### src/design/cds_pkg.sv
// Purpose: constants for the front-end serial control block
// Assumes: ref_clk at 10 MHz, serial clock at most 5 MHz
// Notes:   register fields given as low bit and width
package cds_pkg;

  // ---------------------------------------------
  // clock and serial timing
  // ---------------------------------------------
  localparam int REF_CLK_PERIOD_NS = 100;
  localparam int SCK_MIN_PERIOD_NS = 200;
  localparam int SCK_MIN_PERIOD_CYC =
    (SCK_MIN_PERIOD_NS + REF_CLK_PERIOD_NS - 1) / REF_CLK_PERIOD_NS;

  // ---------------------------------------------
  // frame layout
  // ---------------------------------------------
  localparam int FRAME_BITS   = 24;
  localparam int BYTE_BITS    = 8;
  localparam int ADDR_W       = 8;
  localparam int DATA_W       = 16;
  localparam int CNT_W        = 5;
  localparam logic [CNT_W-1:0] CNT_FULL = 5'h18;
  localparam logic [CNT_W-1:0] CNT_OVER = 5'h19;

  // ---------------------------------------------
  // register addresses
  // ---------------------------------------------
  localparam logic [ADDR_W-1:0] ADDR_FRONTEND_FIRST    = 8'hf0;
  localparam logic [ADDR_W-1:0] ADDR_FRONTEND_LAST     = 8'hf8;
  localparam logic [ADDR_W-1:0] ADDR_GAIN_AND_BIAS     = 8'hf0;
  localparam logic [ADDR_W-1:0] ADDR_POWER_FILTER      = 8'hf1;
  localparam logic [ADDR_W-1:0] ADDR_CLAMP_PATH        = 8'hf2;

  // ---------------------------------------------
  // field positions
  // ---------------------------------------------
  localparam int GAIN_LSB        = 0;
  localparam int GAIN_W          = 8;
  localparam int FE_BIAS_LSB     = 13;
  localparam int FE_BIAS_W       = 3;
  localparam int SLEEP_BIT       = 0;
  localparam int STANDBY_BIT     = 1;
  localparam int TEST_MODE_LSB   = 2;
  localparam int TEST_MODE_W     = 3;
  localparam int SHA_BW_LSB      = 8;
  localparam int SHA_BW_W        = 2;
  localparam int BLACK_TC_LSB    = 10;
  localparam int BLACK_TC_W      = 4;
  localparam int ADC_BIAS_LSB    = 14;
  localparam int ADC_BIAS_W      = 2;
  localparam int INPUT_PATH_BIT  = 14;

  // ---------------------------------------------
  // reset values
  // ---------------------------------------------
  localparam logic [GAIN_W-1:0]      GAIN_RESET      = 8'h00;
  localparam logic [FE_BIAS_W-1:0]   FE_BIAS_RESET   = 3'h4;
  localparam logic [TEST_MODE_W-1:0] TEST_MODE_RESET = 3'h0;
  localparam logic [SHA_BW_W-1:0]    SHA_BW_RESET    = 2'h0;
  localparam logic [BLACK_TC_W-1:0]  BLACK_TC_RESET  = 4'h0;
  localparam logic [ADC_BIAS_W-1:0]  ADC_BIAS_RESET  = 2'h0;

endpackage

### src/design/level_sync.sv
// Purpose: two-flop synchroniser for a bundle of levels
// Assumes: inputs are asynchronous to clk
// Notes:   first stage is read only by the second stage
`timescale 1ns/1ns
module level_sync #(
  parameter int          WIDTH     = 1,
  parameter logic [31:0] RESET_VAL = 32'h0
) (
  input  wire logic             clk,
  input  wire logic             arst_n,
  input  wire logic [WIDTH-1:0] d,
  output logic      [WIDTH-1:0] q
);

  logic [WIDTH-1:0] meta_reg;

  // ---------------------------------------------
  // per-bit flop pairs
  // ---------------------------------------------
  genvar i;
  generate
    for (i = 0; i < WIDTH; i++) begin : g_bit
      always_ff @(posedge clk or negedge arst_n) begin
        if (!arst_n) begin
          meta_reg[i] <= RESET_VAL[i];
          q[i]        <= RESET_VAL[i];
        end else begin
          meta_reg[i] <= d[i];
          q[i]        <= meta_reg[i];
        end
      end
    end
  endgenerate

endmodule

### src/design/cds_serial_control_regs.sv
// Purpose: serial control port and front-end registers
// Assumes: host writes 24-bit frames, serial clock sampled on ref_clk
// Notes:   registers are write only; complete 24-bit frames also leave on frame_addr and frame_data
//
// What this block does
// - three bytes form one continuous frame
// - short frame is dropped, registers unchanged
// - reset restores every register default
// - address byte selects one of 256
// - front-end registers live at f0 to f8
// - f0 bits 7:0 hold gain code
// - same gain code sets direct-input linear gain
// - full-scale amplifier output gives code 1023
// - f0 bits 15:13 front-end bias, default 4
// - f1 bit 0 sleeps all, needs recalibration
// - f1 bit 1 standby, reference only
// - f1 bits 9:8 sample-hold bandwidth select
// - f1 bits 13:10 black sample time constant
// - f1 bits 15:14 converter bias current
// - direct-input clamp level is 512
// - f2 bit 14 selects input path
`timescale 1ns/1ns
module cds_serial_control_regs (
  input  wire logic       ref_clk,
  input  wire logic       rstn,
  input  wire logic       sck,
  input  wire logic       cs_n,
  input  wire logic       sdata,
  input  wire logic       offset_cal_done,
  output logic [7:0]      gain_code,
  output logic [2:0]      frontend_bias_current_code,
  output logic            sleep_control,
  output logic            standby_control,
  output logic [2:0]      output_test_mode,
  output logic [1:0]      sha_bandwidth_select,
  output logic [3:0]      black_sample_time_constant,
  output logic [1:0]      converter_bias_current_code,
  output logic            input_path_select,
  output logic            frontend_enable,
  output logic            amplifier_enable,
  output logic            recal_required,
  output logic            frame_active,
  output logic            frame_strobe,
  output logic [7:0]      frame_addr,
  output logic [15:0]     frame_data,
  output logic            frame_discard
);

  // ---------------------------------------------
  // types
  // ---------------------------------------------
  typedef enum logic {
    ST_IDLE,
    ST_FRAME
  } phase_e;

  typedef struct packed {
    logic                                 sck_prev;
    phase_e                               phase;
    logic [cds_pkg::CNT_W-1:0]            bit_cnt;
    logic [cds_pkg::FRAME_BITS-1:0]       shift;
    logic [cds_pkg::GAIN_W-1:0]           gain;
    logic [cds_pkg::FE_BIAS_W-1:0]        fe_bias;
    logic                                 sleep;
    logic                                 standby;
    logic [cds_pkg::TEST_MODE_W-1:0]      test_mode;
    logic [cds_pkg::SHA_BW_W-1:0]         sha_bw;
    logic [cds_pkg::BLACK_TC_W-1:0]       black_tc;
    logic [cds_pkg::ADC_BIAS_W-1:0]       adc_bias;
    logic                                 input_path;
    logic                                 fe_en;
    logic                                 amp_en;
    logic                                 recal;
    logic                                 active;
    logic                                 strobe;
    logic [cds_pkg::ADDR_W-1:0]           addr;
    logic [cds_pkg::DATA_W-1:0]           data;
    logic                                 discard;
  } state_s;

  // ---------------------------------------------
  // helpers
  // ---------------------------------------------
  function automatic logic addr_is(
    input logic [cds_pkg::ADDR_W-1:0] a,
    input logic [cds_pkg::ADDR_W-1:0] target
  );
    addr_is = (a == target);
  endfunction

  function automatic logic in_frontend(
    input logic [cds_pkg::ADDR_W-1:0] a
  );
    in_frontend = (a >= cds_pkg::ADDR_FRONTEND_FIRST) &&
                  (a <= cds_pkg::ADDR_FRONTEND_LAST);
  endfunction

  function automatic logic [cds_pkg::ADDR_W-1:0] frame_addr_of(
    input logic [cds_pkg::FRAME_BITS-1:0] s
  );
    frame_addr_of = s[cds_pkg::FRAME_BITS-1 -: cds_pkg::BYTE_BITS];
  endfunction

  // high byte arrives last, so it sits at the low end
  function automatic logic [cds_pkg::DATA_W-1:0] frame_data_of(
    input logic [cds_pkg::FRAME_BITS-1:0] s
  );
    frame_data_of = {s[cds_pkg::BYTE_BITS-1:0],
                     s[2*cds_pkg::BYTE_BITS-1 -: cds_pkg::BYTE_BITS]};
  endfunction

  // ---------------------------------------------
  // register write decode
  // ---------------------------------------------
  function automatic state_s write_gain_and_bias(
    input state_s                     s,
    input logic [cds_pkg::DATA_W-1:0] d
  );
    state_s r;
    r         = s;
    // one code drives both gain laws, path picks which
    r.gain    = d[cds_pkg::GAIN_LSB +: cds_pkg::GAIN_W];
    r.fe_bias = d[cds_pkg::FE_BIAS_LSB +: cds_pkg::FE_BIAS_W];
    return r;
  endfunction

  function automatic state_s write_power_filter(
    input state_s                     s,
    input logic [cds_pkg::DATA_W-1:0] d
  );
    state_s r;
    r           = s;
    r.sleep     = d[cds_pkg::SLEEP_BIT];
    r.standby   = d[cds_pkg::STANDBY_BIT];
    // stored as written; nonzero is a test mode only
    r.test_mode = d[cds_pkg::TEST_MODE_LSB +: cds_pkg::TEST_MODE_W];
    r.sha_bw    = d[cds_pkg::SHA_BW_LSB +: cds_pkg::SHA_BW_W];
    r.black_tc  = d[cds_pkg::BLACK_TC_LSB +: cds_pkg::BLACK_TC_W];
    r.adc_bias  = d[cds_pkg::ADC_BIAS_LSB +: cds_pkg::ADC_BIAS_W];
    return r;
  endfunction

  // clamp target in direct mode is fixed outside this block
  function automatic state_s write_clamp_path(
    input state_s                     s,
    input logic [cds_pkg::DATA_W-1:0] d
  );
    state_s r;
    r            = s;
    r.input_path = d[cds_pkg::INPUT_PATH_BIT];
    return r;
  endfunction

  // ---------------------------------------------
  // reset release and pin sampling
  // ---------------------------------------------
  logic       rst_sync_n;
  logic [2:0] pins_sync;
  logic       sck_s;
  logic       cs_n_s;
  logic       sdata_s;

  level_sync #(
    .WIDTH     (1),
    .RESET_VAL (32'h0)
  ) u_rst_sync (
    .clk    (ref_clk),
    .arst_n (rstn),
    .d      (1'b1),
    .q      (rst_sync_n)
  );

  // cs_n idles high so a reset never looks like a frame start
  level_sync #(
    .WIDTH     (3),
    .RESET_VAL (32'h2)
  ) u_pin_sync (
    .clk    (ref_clk),
    .arst_n (rst_sync_n),
    .d      ({sdata, cs_n, sck}),
    .q      (pins_sync)
  );

  assign sck_s   = pins_sync[0];
  assign cs_n_s  = pins_sync[1];
  assign sdata_s = pins_sync[2];

  // ---------------------------------------------
  // state
  // ---------------------------------------------
  state_s state_reg;
  state_s state_next;

  localparam state_s STATE_RESET = '{
    sck_prev:   1'b0,
    phase:      ST_IDLE,
    bit_cnt:    '0,
    shift:      '0,
    gain:       cds_pkg::GAIN_RESET,
    fe_bias:    cds_pkg::FE_BIAS_RESET,
    sleep:      1'b0,
    standby:    1'b0,
    test_mode:  cds_pkg::TEST_MODE_RESET,
    sha_bw:     cds_pkg::SHA_BW_RESET,
    black_tc:   cds_pkg::BLACK_TC_RESET,
    adc_bias:   cds_pkg::ADC_BIAS_RESET,
    input_path: 1'b0,
    fe_en:      1'b1,
    amp_en:     1'b1,
    recal:      1'b0,
    active:     1'b0,
    strobe:     1'b0,
    addr:       '0,
    data:       '0,
    discard:    1'b0
  };

  // ---------------------------------------------
  // next state
  // ---------------------------------------------
  logic                         sck_rise;
  logic [cds_pkg::ADDR_W-1:0]   rx_addr;
  logic [cds_pkg::DATA_W-1:0]   rx_data;
  logic                         commit;
  logic                         leave_sleep;

  always_comb begin
    state_next = state_reg;
    sck_rise   = sck_s && !state_reg.sck_prev;
    // frame order is address, low byte, high byte
    rx_addr    = frame_addr_of(state_reg.shift);
    rx_data    = frame_data_of(state_reg.shift);
    commit     = 1'b0;
    leave_sleep = 1'b0;

    state_next.sck_prev = sck_s;
    state_next.strobe   = 1'b0;
    state_next.discard  = 1'b0;

    case (state_reg.phase)
      ST_IDLE: begin
        // count restarts on every chip select fall
        if (!cs_n_s) begin
          state_next.phase   = ST_FRAME;
          state_next.bit_cnt = '0;
          state_next.active  = 1'b1;
        end
      end
      ST_FRAME: begin
        if (cs_n_s) begin
          state_next.phase  = ST_IDLE;
          state_next.active = 1'b0;
          if (state_reg.bit_cnt == cds_pkg::CNT_FULL) begin
            commit = 1'b1;
          end else begin
            state_next.discard = 1'b1;
          end
        end else if (sck_rise) begin
          // msb first into the low end; extra clocks poison the frame
          state_next.shift = {state_reg.shift[cds_pkg::FRAME_BITS-2:0], sdata_s};
          if (state_reg.bit_cnt != cds_pkg::CNT_OVER) begin
            state_next.bit_cnt = state_reg.bit_cnt + 5'h1;
          end
        end
      end
      default: begin
        state_next.phase  = ST_IDLE;
        state_next.active = 1'b0;
      end
    endcase

    if (commit) begin
      // every address leaves on the frame port for the timing side
      state_next.strobe = 1'b1;
      state_next.addr   = rx_addr;
      state_next.data   = rx_data;
      if (in_frontend(rx_addr)) begin
        if (addr_is(rx_addr, cds_pkg::ADDR_GAIN_AND_BIAS)) begin
          state_next = write_gain_and_bias(state_next, rx_data);
        end
        if (addr_is(rx_addr, cds_pkg::ADDR_POWER_FILTER)) begin
          state_next = write_power_filter(state_next, rx_data);
          // only a 1 to 0 sleep write asks for a new calibration
          leave_sleep = state_reg.sleep && !rx_data[cds_pkg::SLEEP_BIT];
        end
        if (addr_is(rx_addr, cds_pkg::ADDR_CLAMP_PATH)) begin
          state_next = write_clamp_path(state_next, rx_data);
        end
      end
    end

    // sleep gates everything, standby keeps only the reference
    state_next.fe_en  = !state_next.sleep;
    state_next.amp_en = !state_next.sleep && !state_next.standby;

    // set wins over the calibration acknowledge
    if (leave_sleep) begin
      state_next.recal = 1'b1;
    end else if (offset_cal_done) begin
      state_next.recal = 1'b0;
    end
  end

  // ---------------------------------------------
  // registers
  // ---------------------------------------------
  // one register for the whole state keeps reset in one place
  always_ff @(posedge ref_clk or negedge rst_sync_n) begin
    if (!rst_sync_n) begin
      state_reg <= STATE_RESET;
    end else begin
      state_reg <= state_next;
    end
  end

  // ---------------------------------------------
  // outputs
  // ---------------------------------------------
  assign gain_code                   = state_reg.gain;
  assign frontend_bias_current_code  = state_reg.fe_bias;
  assign sleep_control               = state_reg.sleep;
  assign standby_control             = state_reg.standby;
  assign output_test_mode            = state_reg.test_mode;
  assign sha_bandwidth_select        = state_reg.sha_bw;
  assign black_sample_time_constant  = state_reg.black_tc;
  assign converter_bias_current_code = state_reg.adc_bias;
  assign input_path_select           = state_reg.input_path;
  assign frontend_enable             = state_reg.fe_en;
  assign amplifier_enable            = state_reg.amp_en;
  assign recal_required              = state_reg.recal;
  assign frame_active                = state_reg.active;
  assign frame_strobe                = state_reg.strobe;
  assign frame_addr                  = state_reg.addr;
  assign frame_data                  = state_reg.data;
  assign frame_discard               = state_reg.discard;

endmodule

### config.mk
export PLATFORM = sky130hd
export DESIGN_NAME = cds_serial_control_regs
export DESIGN_NICKNAME = d
export VERILOG_FILES = /design/src/design/cds_pkg.sv /design/src/design/level_sync.sv /design/src/design/cds_serial_control_regs.sv
export SDC_FILE = /design/constraint.sdc
export NUM_CORES = 1
export LEC_CHECK = 0
export ABC_AREA = 1
export BUFFER_PORTS_ARGS = -buffer_cell sky130_fd_sc_hd__buf_4
export CAP_MARGIN = 20
export CELL_PAD_IN_SITES_DETAIL_PLACEMENT = 2
export CELL_PAD_IN_SITES_GLOBAL_PLACEMENT = 2
export CORE_MARGIN = 3
export CORE_UTILIZATION = 30
export DETAILED_ROUTE_END_ITERATION = 8
export MAX_ROUTING_LAYER = met4
export PLACE_DENSITY_LB_ADDON = 0.12
export SLEW_MARGIN = 40
export SYNTH_ARGS = -nofsm -noshare
export SYNTH_HDL_FRONTEND = slang
export SYNTH_HIERARCHICAL = 1
export SYNTH_SLANG_ARGS = --single-unit
### constraint.sdc
create_clock -name ref_clk -period 3.3 [get_ports ref_clk]
set_input_delay 0.495 -clock ref_clk [delete_from_list [all_inputs] [get_ports ref_clk]]
set_output_delay 0.495 -clock ref_clk [all_outputs]
set_load 0.01 [all_outputs]
==> results of run 1 <==
layout make-up:
| type | instances | area [µm²] |
|---|---|---|
| Inverter | 41 | 154 |
| Sequential cell | 94 | 2360 |
| Timing Repair Buffer | 66 | 523 |
| Tap cell | 176 | 220 |
| Multi-Input combinational cell | 226 | 1200 |
| Clock buffer | 14 | 254 |
| Fill cell | 1490 | 8680 |
| Clock inverter | 1 | 7.51 |
layer usage:
metal / wire length [µm] / up-vias / GRT usage (%) / part of all wire (%)
met5: 0 / - / - / 0
met4: 93 / 0 / 3.74 / 1.0
met3: 397 / 6 / 4.50 / 4.4
met2: 4400 / 49 / 22.1 / 48
met1: 4190 / 1364 / 17.4 / 46
li1: - / 1306 / - / -
stage by stage:
stage	area [µm²]	hold WS, ns	instances	worst slack, ns	total power [W]
2_1_floorplan	4150	0.199	421	0.497	0.00131
5_1_grt	4720	0.200	618	1.07	0.00242
4_1_cts	4720	0.191	618	1.18	0.00235
6_report	4720	0.179	618	1.31	0.00229
3_5_place_dp	4450	0.186	602	1.21	0.00137
3_3_place_gp	4410	0.277	600	1.30	0.00136
cells in the final DEF (no fill, tap or decap), types with 8 or more instances in the layout:
cell type and count:
nand2_1 91, dfrtp_1 88, buf_4 63, o21ai_0 48
inv_1 40, o21ai_2 22, nand2_2 21, nand3_1 11
clkbuf_16 9, nor2_1 8
critical path, delay by kind of cell (launching register included):
family | cells | cell delay, ns
adder cells (fa/ha/maj) | 1 | 0.15
AND/OR/NAND/NOR | 6 | 1.11
buffers and inverters | 1 | 0.10
flip-flops | 1 | 0.43
AO/OA/AOI/OAI | 1 | 0.06
power groups by stage:
stage | sequential (W) | clock, W | combinational (W)
after floorplan | 0.00124 | 0 | 0.0000657
after global placement | 0.00125 | 0 | 0.000109
after detailed placement | 0.00124 | 0 | 0.000137
after CTS | 0.00122 | 0.000993 | 0.000139
after global routing | 0.00122 | 0.00104 | 0.000157
final | 0.00121 | 0.000946 | 0.000132
worst max path at each step:
stage,startpoint,slack [ns],to,depth (start not counted)
after floorplan,u_rst_sync/q,0.50,async pin,0
after global placement,state_reg[79],1.30,amplifier_enable,9
after detailed placement,state_reg[79],1.21,amplifier_enable,9
after CTS,state_reg[79],1.18,amplifier_enable,9
after global routing,state_reg[79],1.07,frontend_bias_current_code[0],9
final,state_reg[79],1.31,frontend_bias_current_code[1],9
what timing repair did:
action                                 in CTS  in global routing
setup endpoints to repair                   0                  0
endpoints found under the hold margin       2                  0
hold buffers                                1                  0
logic make-up (layout without fill, tap and decap cells):
| family | Yosys count | in the layout | synth area share [%] |
|---|---|---|---|
| other | 1 | 1 | 0.0904 |
| xor gates and xnor gates | 1 | 1 | 0.211 |
| AOI/OAI and AO/OA | 72 | 72 | 10.7 |
| and+or+nand+nor | 145 | 145 | 15.8 |
| DFF | 94 | 94 | 56.8 |
| buffers and inverters | 101 | 122 | 14.3 |
| adders and majority gates | 7 | 7 | 2.11 |
==> impl_metrics.json, run 1 <==
{
  "synth_area_leaders": "dfrtp_1 (54%), buf_4 (8.3%), nand2_1 (8.2%), o21ai_0 (5.8%), o21ai_2 (4.6%)",
  "yosys.cell_count.top_type": "nand2_1",
  "worst_slew_pin_slew_ns": 0.659,
  "dpl.hpwl_mm": 6.33,
  "p_sw_w": 0.000535,
  "swShare_pct": 23.3,
  "gp_congestion": 0.685,
  "cts_root_buffer": "clkbuf_16",
  "async_reset_ff_share_pct": 100,
  "dr_total_vias": 2725,
  "cts_setup_buffers": 0,
  "cpPeakStageDelay_ns": 0.43,
  "globalRouteOverflowTotal": 0,
  "setup_viol": 0,
  "routed_wl_mm": 9.08,
  "netlist_top_cells_count": "nand2_1 (91), dfrtp_1 (89), o21ai_0 (48)",
  "core_area_um2": 13400,
  "drc_errors": 0,
  "skew_ns": 0.00705,
  "crit_type": "flop to flop",
  "cts_buffer_depth": 2,
  "die_h_um": 124,
  "grt_pass1_wl_mm": 15.9,
  "tns_ns": 0,
  "synth_edf_count": 0,
  "yosysTopAreaCellShare_pct": 53.7,
  "leakage_nw": 2.27,
  "antenna_found_initial": 0,
  "ys_warn_count": 6,
  "p_int_w": 0.00176,
  "p_per_area_nw_per_um2": 486,
  "pwr-share-comb_pct": 5.8,
  "io_pins": 61,
  "grt_max_degree": 51,
  "fmax_mhz": 504,
  "relSlewSlack_pct": 55.9,
  "first_pass_iters": 4,
  "layout_min_cycle_time_ns": 1.99,
  "die_w_um": 124,
  "routed_via_density": 4.41,
  "timing.rr.end": "frontend_bias_current_code[1]",
  "clkPwrFrac_pct": 41.3,
  "crit_chain": "inv_1, ha_1, nand2_1, nor2_4, nand3_2, nor2_4, nand2_2, nand2_1, o21ai_2",
  "crit_required_ns": 3.51,
  "crit_fanout": 22,
  "htree_levels": 3,
  "outcome": "completed",
  "final_max_slew_viol_count": 0,
  "area_growth_pct": 13.8,
  "yosysUniqueCellTypes": 24,
  "cts_resized": 0,
  "arrival_ns": 2.20,
  "worstSetupStartpointType": "flop",
  "fp-row-count": 42,
  "die-area_um2": 15300,
  "slowest_stage": "dfrtp_1",
  "synth_seq_cells": 94,
  "synth_cells": 421,
  "postSynthAreaPerCell_um2": 9.86,
  "synthesis.area_um2": 4150,
  "final_nets": 451,
  "port_buffers": 60,
  "fin_util_pct": 35.2,
  "antennaDiodeCount": 0,
  "synth_nets": 434,
  "numCtsBuffers": 9,
  "r2r_setup_slack_ns": 1.31,
  "ir_worst_vdd_v": 0.000241,
  "synth_area_leader_cell": "dfrtp_1",
  "path_clk_slew_ns": 0.06,
  "cts_tree": "yes",
  "ys_seq_area_share_pct": 56.8,
  "grt_pass1_vias": 3054,
  "start_util_pct": 31.0,
  "drt_iter0_markers": 133,
  "rsz0062_at_grt": "false",
  "drive_above_1_share_pct": 30.1,
  "antenna_left": 0,
  "cap_violations": 0,
  "hold_path_class": "flop to async pin",
  "p_seq_share_pct": 53.0,
  "avgRoutedWirePerCell_um": 14.7,
  "worstSkewPairLatency_ns": 0.34,
  "end_kind": "flop",
  "track_usage_pct": 14.0,
  "r2r_start": "state_reg[79]",
  "clock_sinks": 94,
  "hold_viol_final": 0,
  "fin_crit_sh_pct": 60.2,
  "worst_r2r_path_depth": 9,
  "ys.flop_type": "dfrtp_1"
}
Note: power is estimated with default switching activity, not from simulation.
==> run 2: changes to the inputs <==
==> constraint.sdc (replaced) <==
create_clock -name ref_clk -period 1.8 [get_ports ref_clk]
set_input_delay 0.27 -clock ref_clk [delete_from_list [all_inputs] [get_ports ref_clk]]
set_output_delay 0.27 -clock ref_clk [all_outputs]
set_load 0.01 [all_outputs]
==> run 2 against run 1 <==
  * Non-clock buffer count rose by 5
  * Cell count rose by 0.97%
  * Register-to-register slack got worse by 1.2 ns
  * Utilization rose by 0.88 points
  * Largest cell class unchanged
  * Largest power group unchanged
  * Highest routed layer unchanged
==> impl_metrics.json, run 2 (same netlist as run 1, synthesis figures left out) <==
{
  "outcome": "completed",
  "cts_buffer_depth": 2,
  "crit_required_ns": 2.03,
  "die_w_um": 124,
  "htree_levels": 3,
  "antenna_left": 0,
  "gp_congestion": 0.729,
  "crit_start": "state_reg[80]",
  "worstSetupStartpointType": "flop",
  "routed.top_layer": "met4",
  "place_inst": 607,
  "start_util_pct": 31.0,
  "skew_ns": 0.00517,
  "cap_violations": 0,
  "crit_type": "flop to flop",
  "r2r_setup_slack_ns": 0.16,
  "area_growth_pct": 16.7,
  "drt_iter0_markers": 121,
  "final_nets": 456,
  "fp-row-count": 42,
  "postCtsHoldBufs": 1,
  "holdWs_ns": 0.0299,
  "crit_fanout": 22,
  "end_kind": "flop",
  "wl_met1_mm": 4.08,
  "routed_wl_mm": 8.92,
  "antenna_found_initial": 0,
  "hold_viol_final": 0,
  "first_pass_iters": 4,
  "dpl.hpwl_mm": 6.26,
  "leakage_nw": 2.32,
  "routed_via_density": 4.37,
  "worst_r2r_path_depth": 10,
  "fin_cells": 624,
  "track_usage_pct": 13.5,
  "numCtsBuffers": 9,
  "drive_above_1_share_pct": 31.0,
  "rsz0062_at_grt": "false",
  "wl_met2_mm": 4.28,
  "final_max_slew_viol_count": 0,
  "layout_min_cycle_time_ns": 1.64,
  "nFillCells": 1467,
  "hold_path_class": "primary input to flop",
  "die-area_um2": 15300,
  "antennaDiodeCount": 0,
  "cts_root_buffer": "clkbuf_16",
  "cts_setup_buffers": 0,
  "worstSkewPairLatency_ns": 0.34,
  "cts_resized": 0,
  "layout_commonest_cell": "nand2_1",
  "ir_worst_vdd_v": 0.000602,
  "route.met3.wl_um": 397,
  "grt_pass1_vias": 2938,
  "p_per_area_nw_per_um2": 923,
  "clock_sinks": 94,
  "core_area_um2": 13400,
  "dr_total_vias": 2727,
  "r2r_start": "state_reg[80]",
  "die_h_um": 124,
  "fin_crit_sh_pct": 91.0,
  "path_clk_slew_ns": 0.06,
  "arrival_ns": 1.87,
  "avgRoutedWirePerCell_um": 14.3,
  "drc_errors": 0,
  "fmax_mhz": 611,
  "globalRouteOverflowTotal": 0,
  "cts_tree": "yes",
  "grt_pass1_wl_mm": 15.4,
  "grt_max_degree": 49,
  "tns_ns": 0,
  "port_buffers": 60,
  "setup_viol": 0,
  "io_pins": 61,
  "final_cell_mix": "nand2_1 (91), dfrtp_1 (88), buf_4 (65), o21ai_0 (48), inv_1 (40)"
}
[run 2: cell count changes in the layout (fill, tap and decap cells not counted), sizes merged]
cell,delta
bufinv,+2
clkbuf,-1
clkinv,+1
buf,+5
clkinvlp,-1
[run 2: per-stage QoR]
stage	util (%)	total power (W)	instance area (µm²)	worst slack, ns
final	36.1	0.00447	4840	0.163
after global routing	36.1	0.00471	4840	0.00304
after CTS	36.1	0.00457	4840	0.138
after detailed placement	33.7	0.00252	4520	0.154
after global placement	33.7	0.00251	4520	0.218
after floorplan	-	0.00240	4150	0.222
[run 2: per-layer routing]
metal  global-route usage (%)  vias up
met3                     3.81        8
li1                         -     1317
met1                     17.5     1356
met5                        -        -
met2                     20.3       46
met4                     5.19        0
[run 2: worst min-delay path by stage]
stage | startpoint | endpoint | cells past startpoint
6_report | cs_n | u_pin_sync/meta_reg[1] | 1
3_3_place_gp | rstn | u_rst_sync/meta_reg | 1
2_1_floorplan | rstn | u_rst_sync/meta_reg | 0
4_1_cts | sck | u_pin_sync/meta_reg[0] | 1
5_1_grt | sck | u_pin_sync/meta_reg[0] | 1
3_5_place_dp | rstn | u_rst_sync/meta_reg | 1
[run 2: final cells by class]
| class | count | area, µm² | share of cell area, % |
|---|---|---|---|
| Clock inverter | 3 | 68.8 | 1.42 |
| Timing Repair Buffer | 71 | 598 | 12.4 |
| Inverter | 41 | 154 | 3.18 |
| Multi-Input combinational cell | 226 | 1200 | 24.7 |
| Sequential cell | 94 | 2360 | 48.8 |
| Clock buffer | 13 | 240 | 4.96 |
| Tap cell | 176 | 220 | 4.55 |
[run 2: report_power, final]
part           internal [W]  leakage (nW)  switching (W)
clock               0.00122         0.148       0.000776
combinational     0.0000778         0.905       0.000165
sequential          0.00218          1.27      0.0000475
total               0.00348          2.32       0.000989
[run 2: worst max-delay path, cell delays in order, from the launching register on]
cell	delay, ns
dfrtp_1	0.42
inv_1	0.10
ha_1	0.15
nand2_1	0.08
nor2_4	0.12
nand3_2	0.09
nor2_4	0.16
nand2_2	0.09
buf_12	0.18
nand2_1	0.08
o21ai_2	0.05
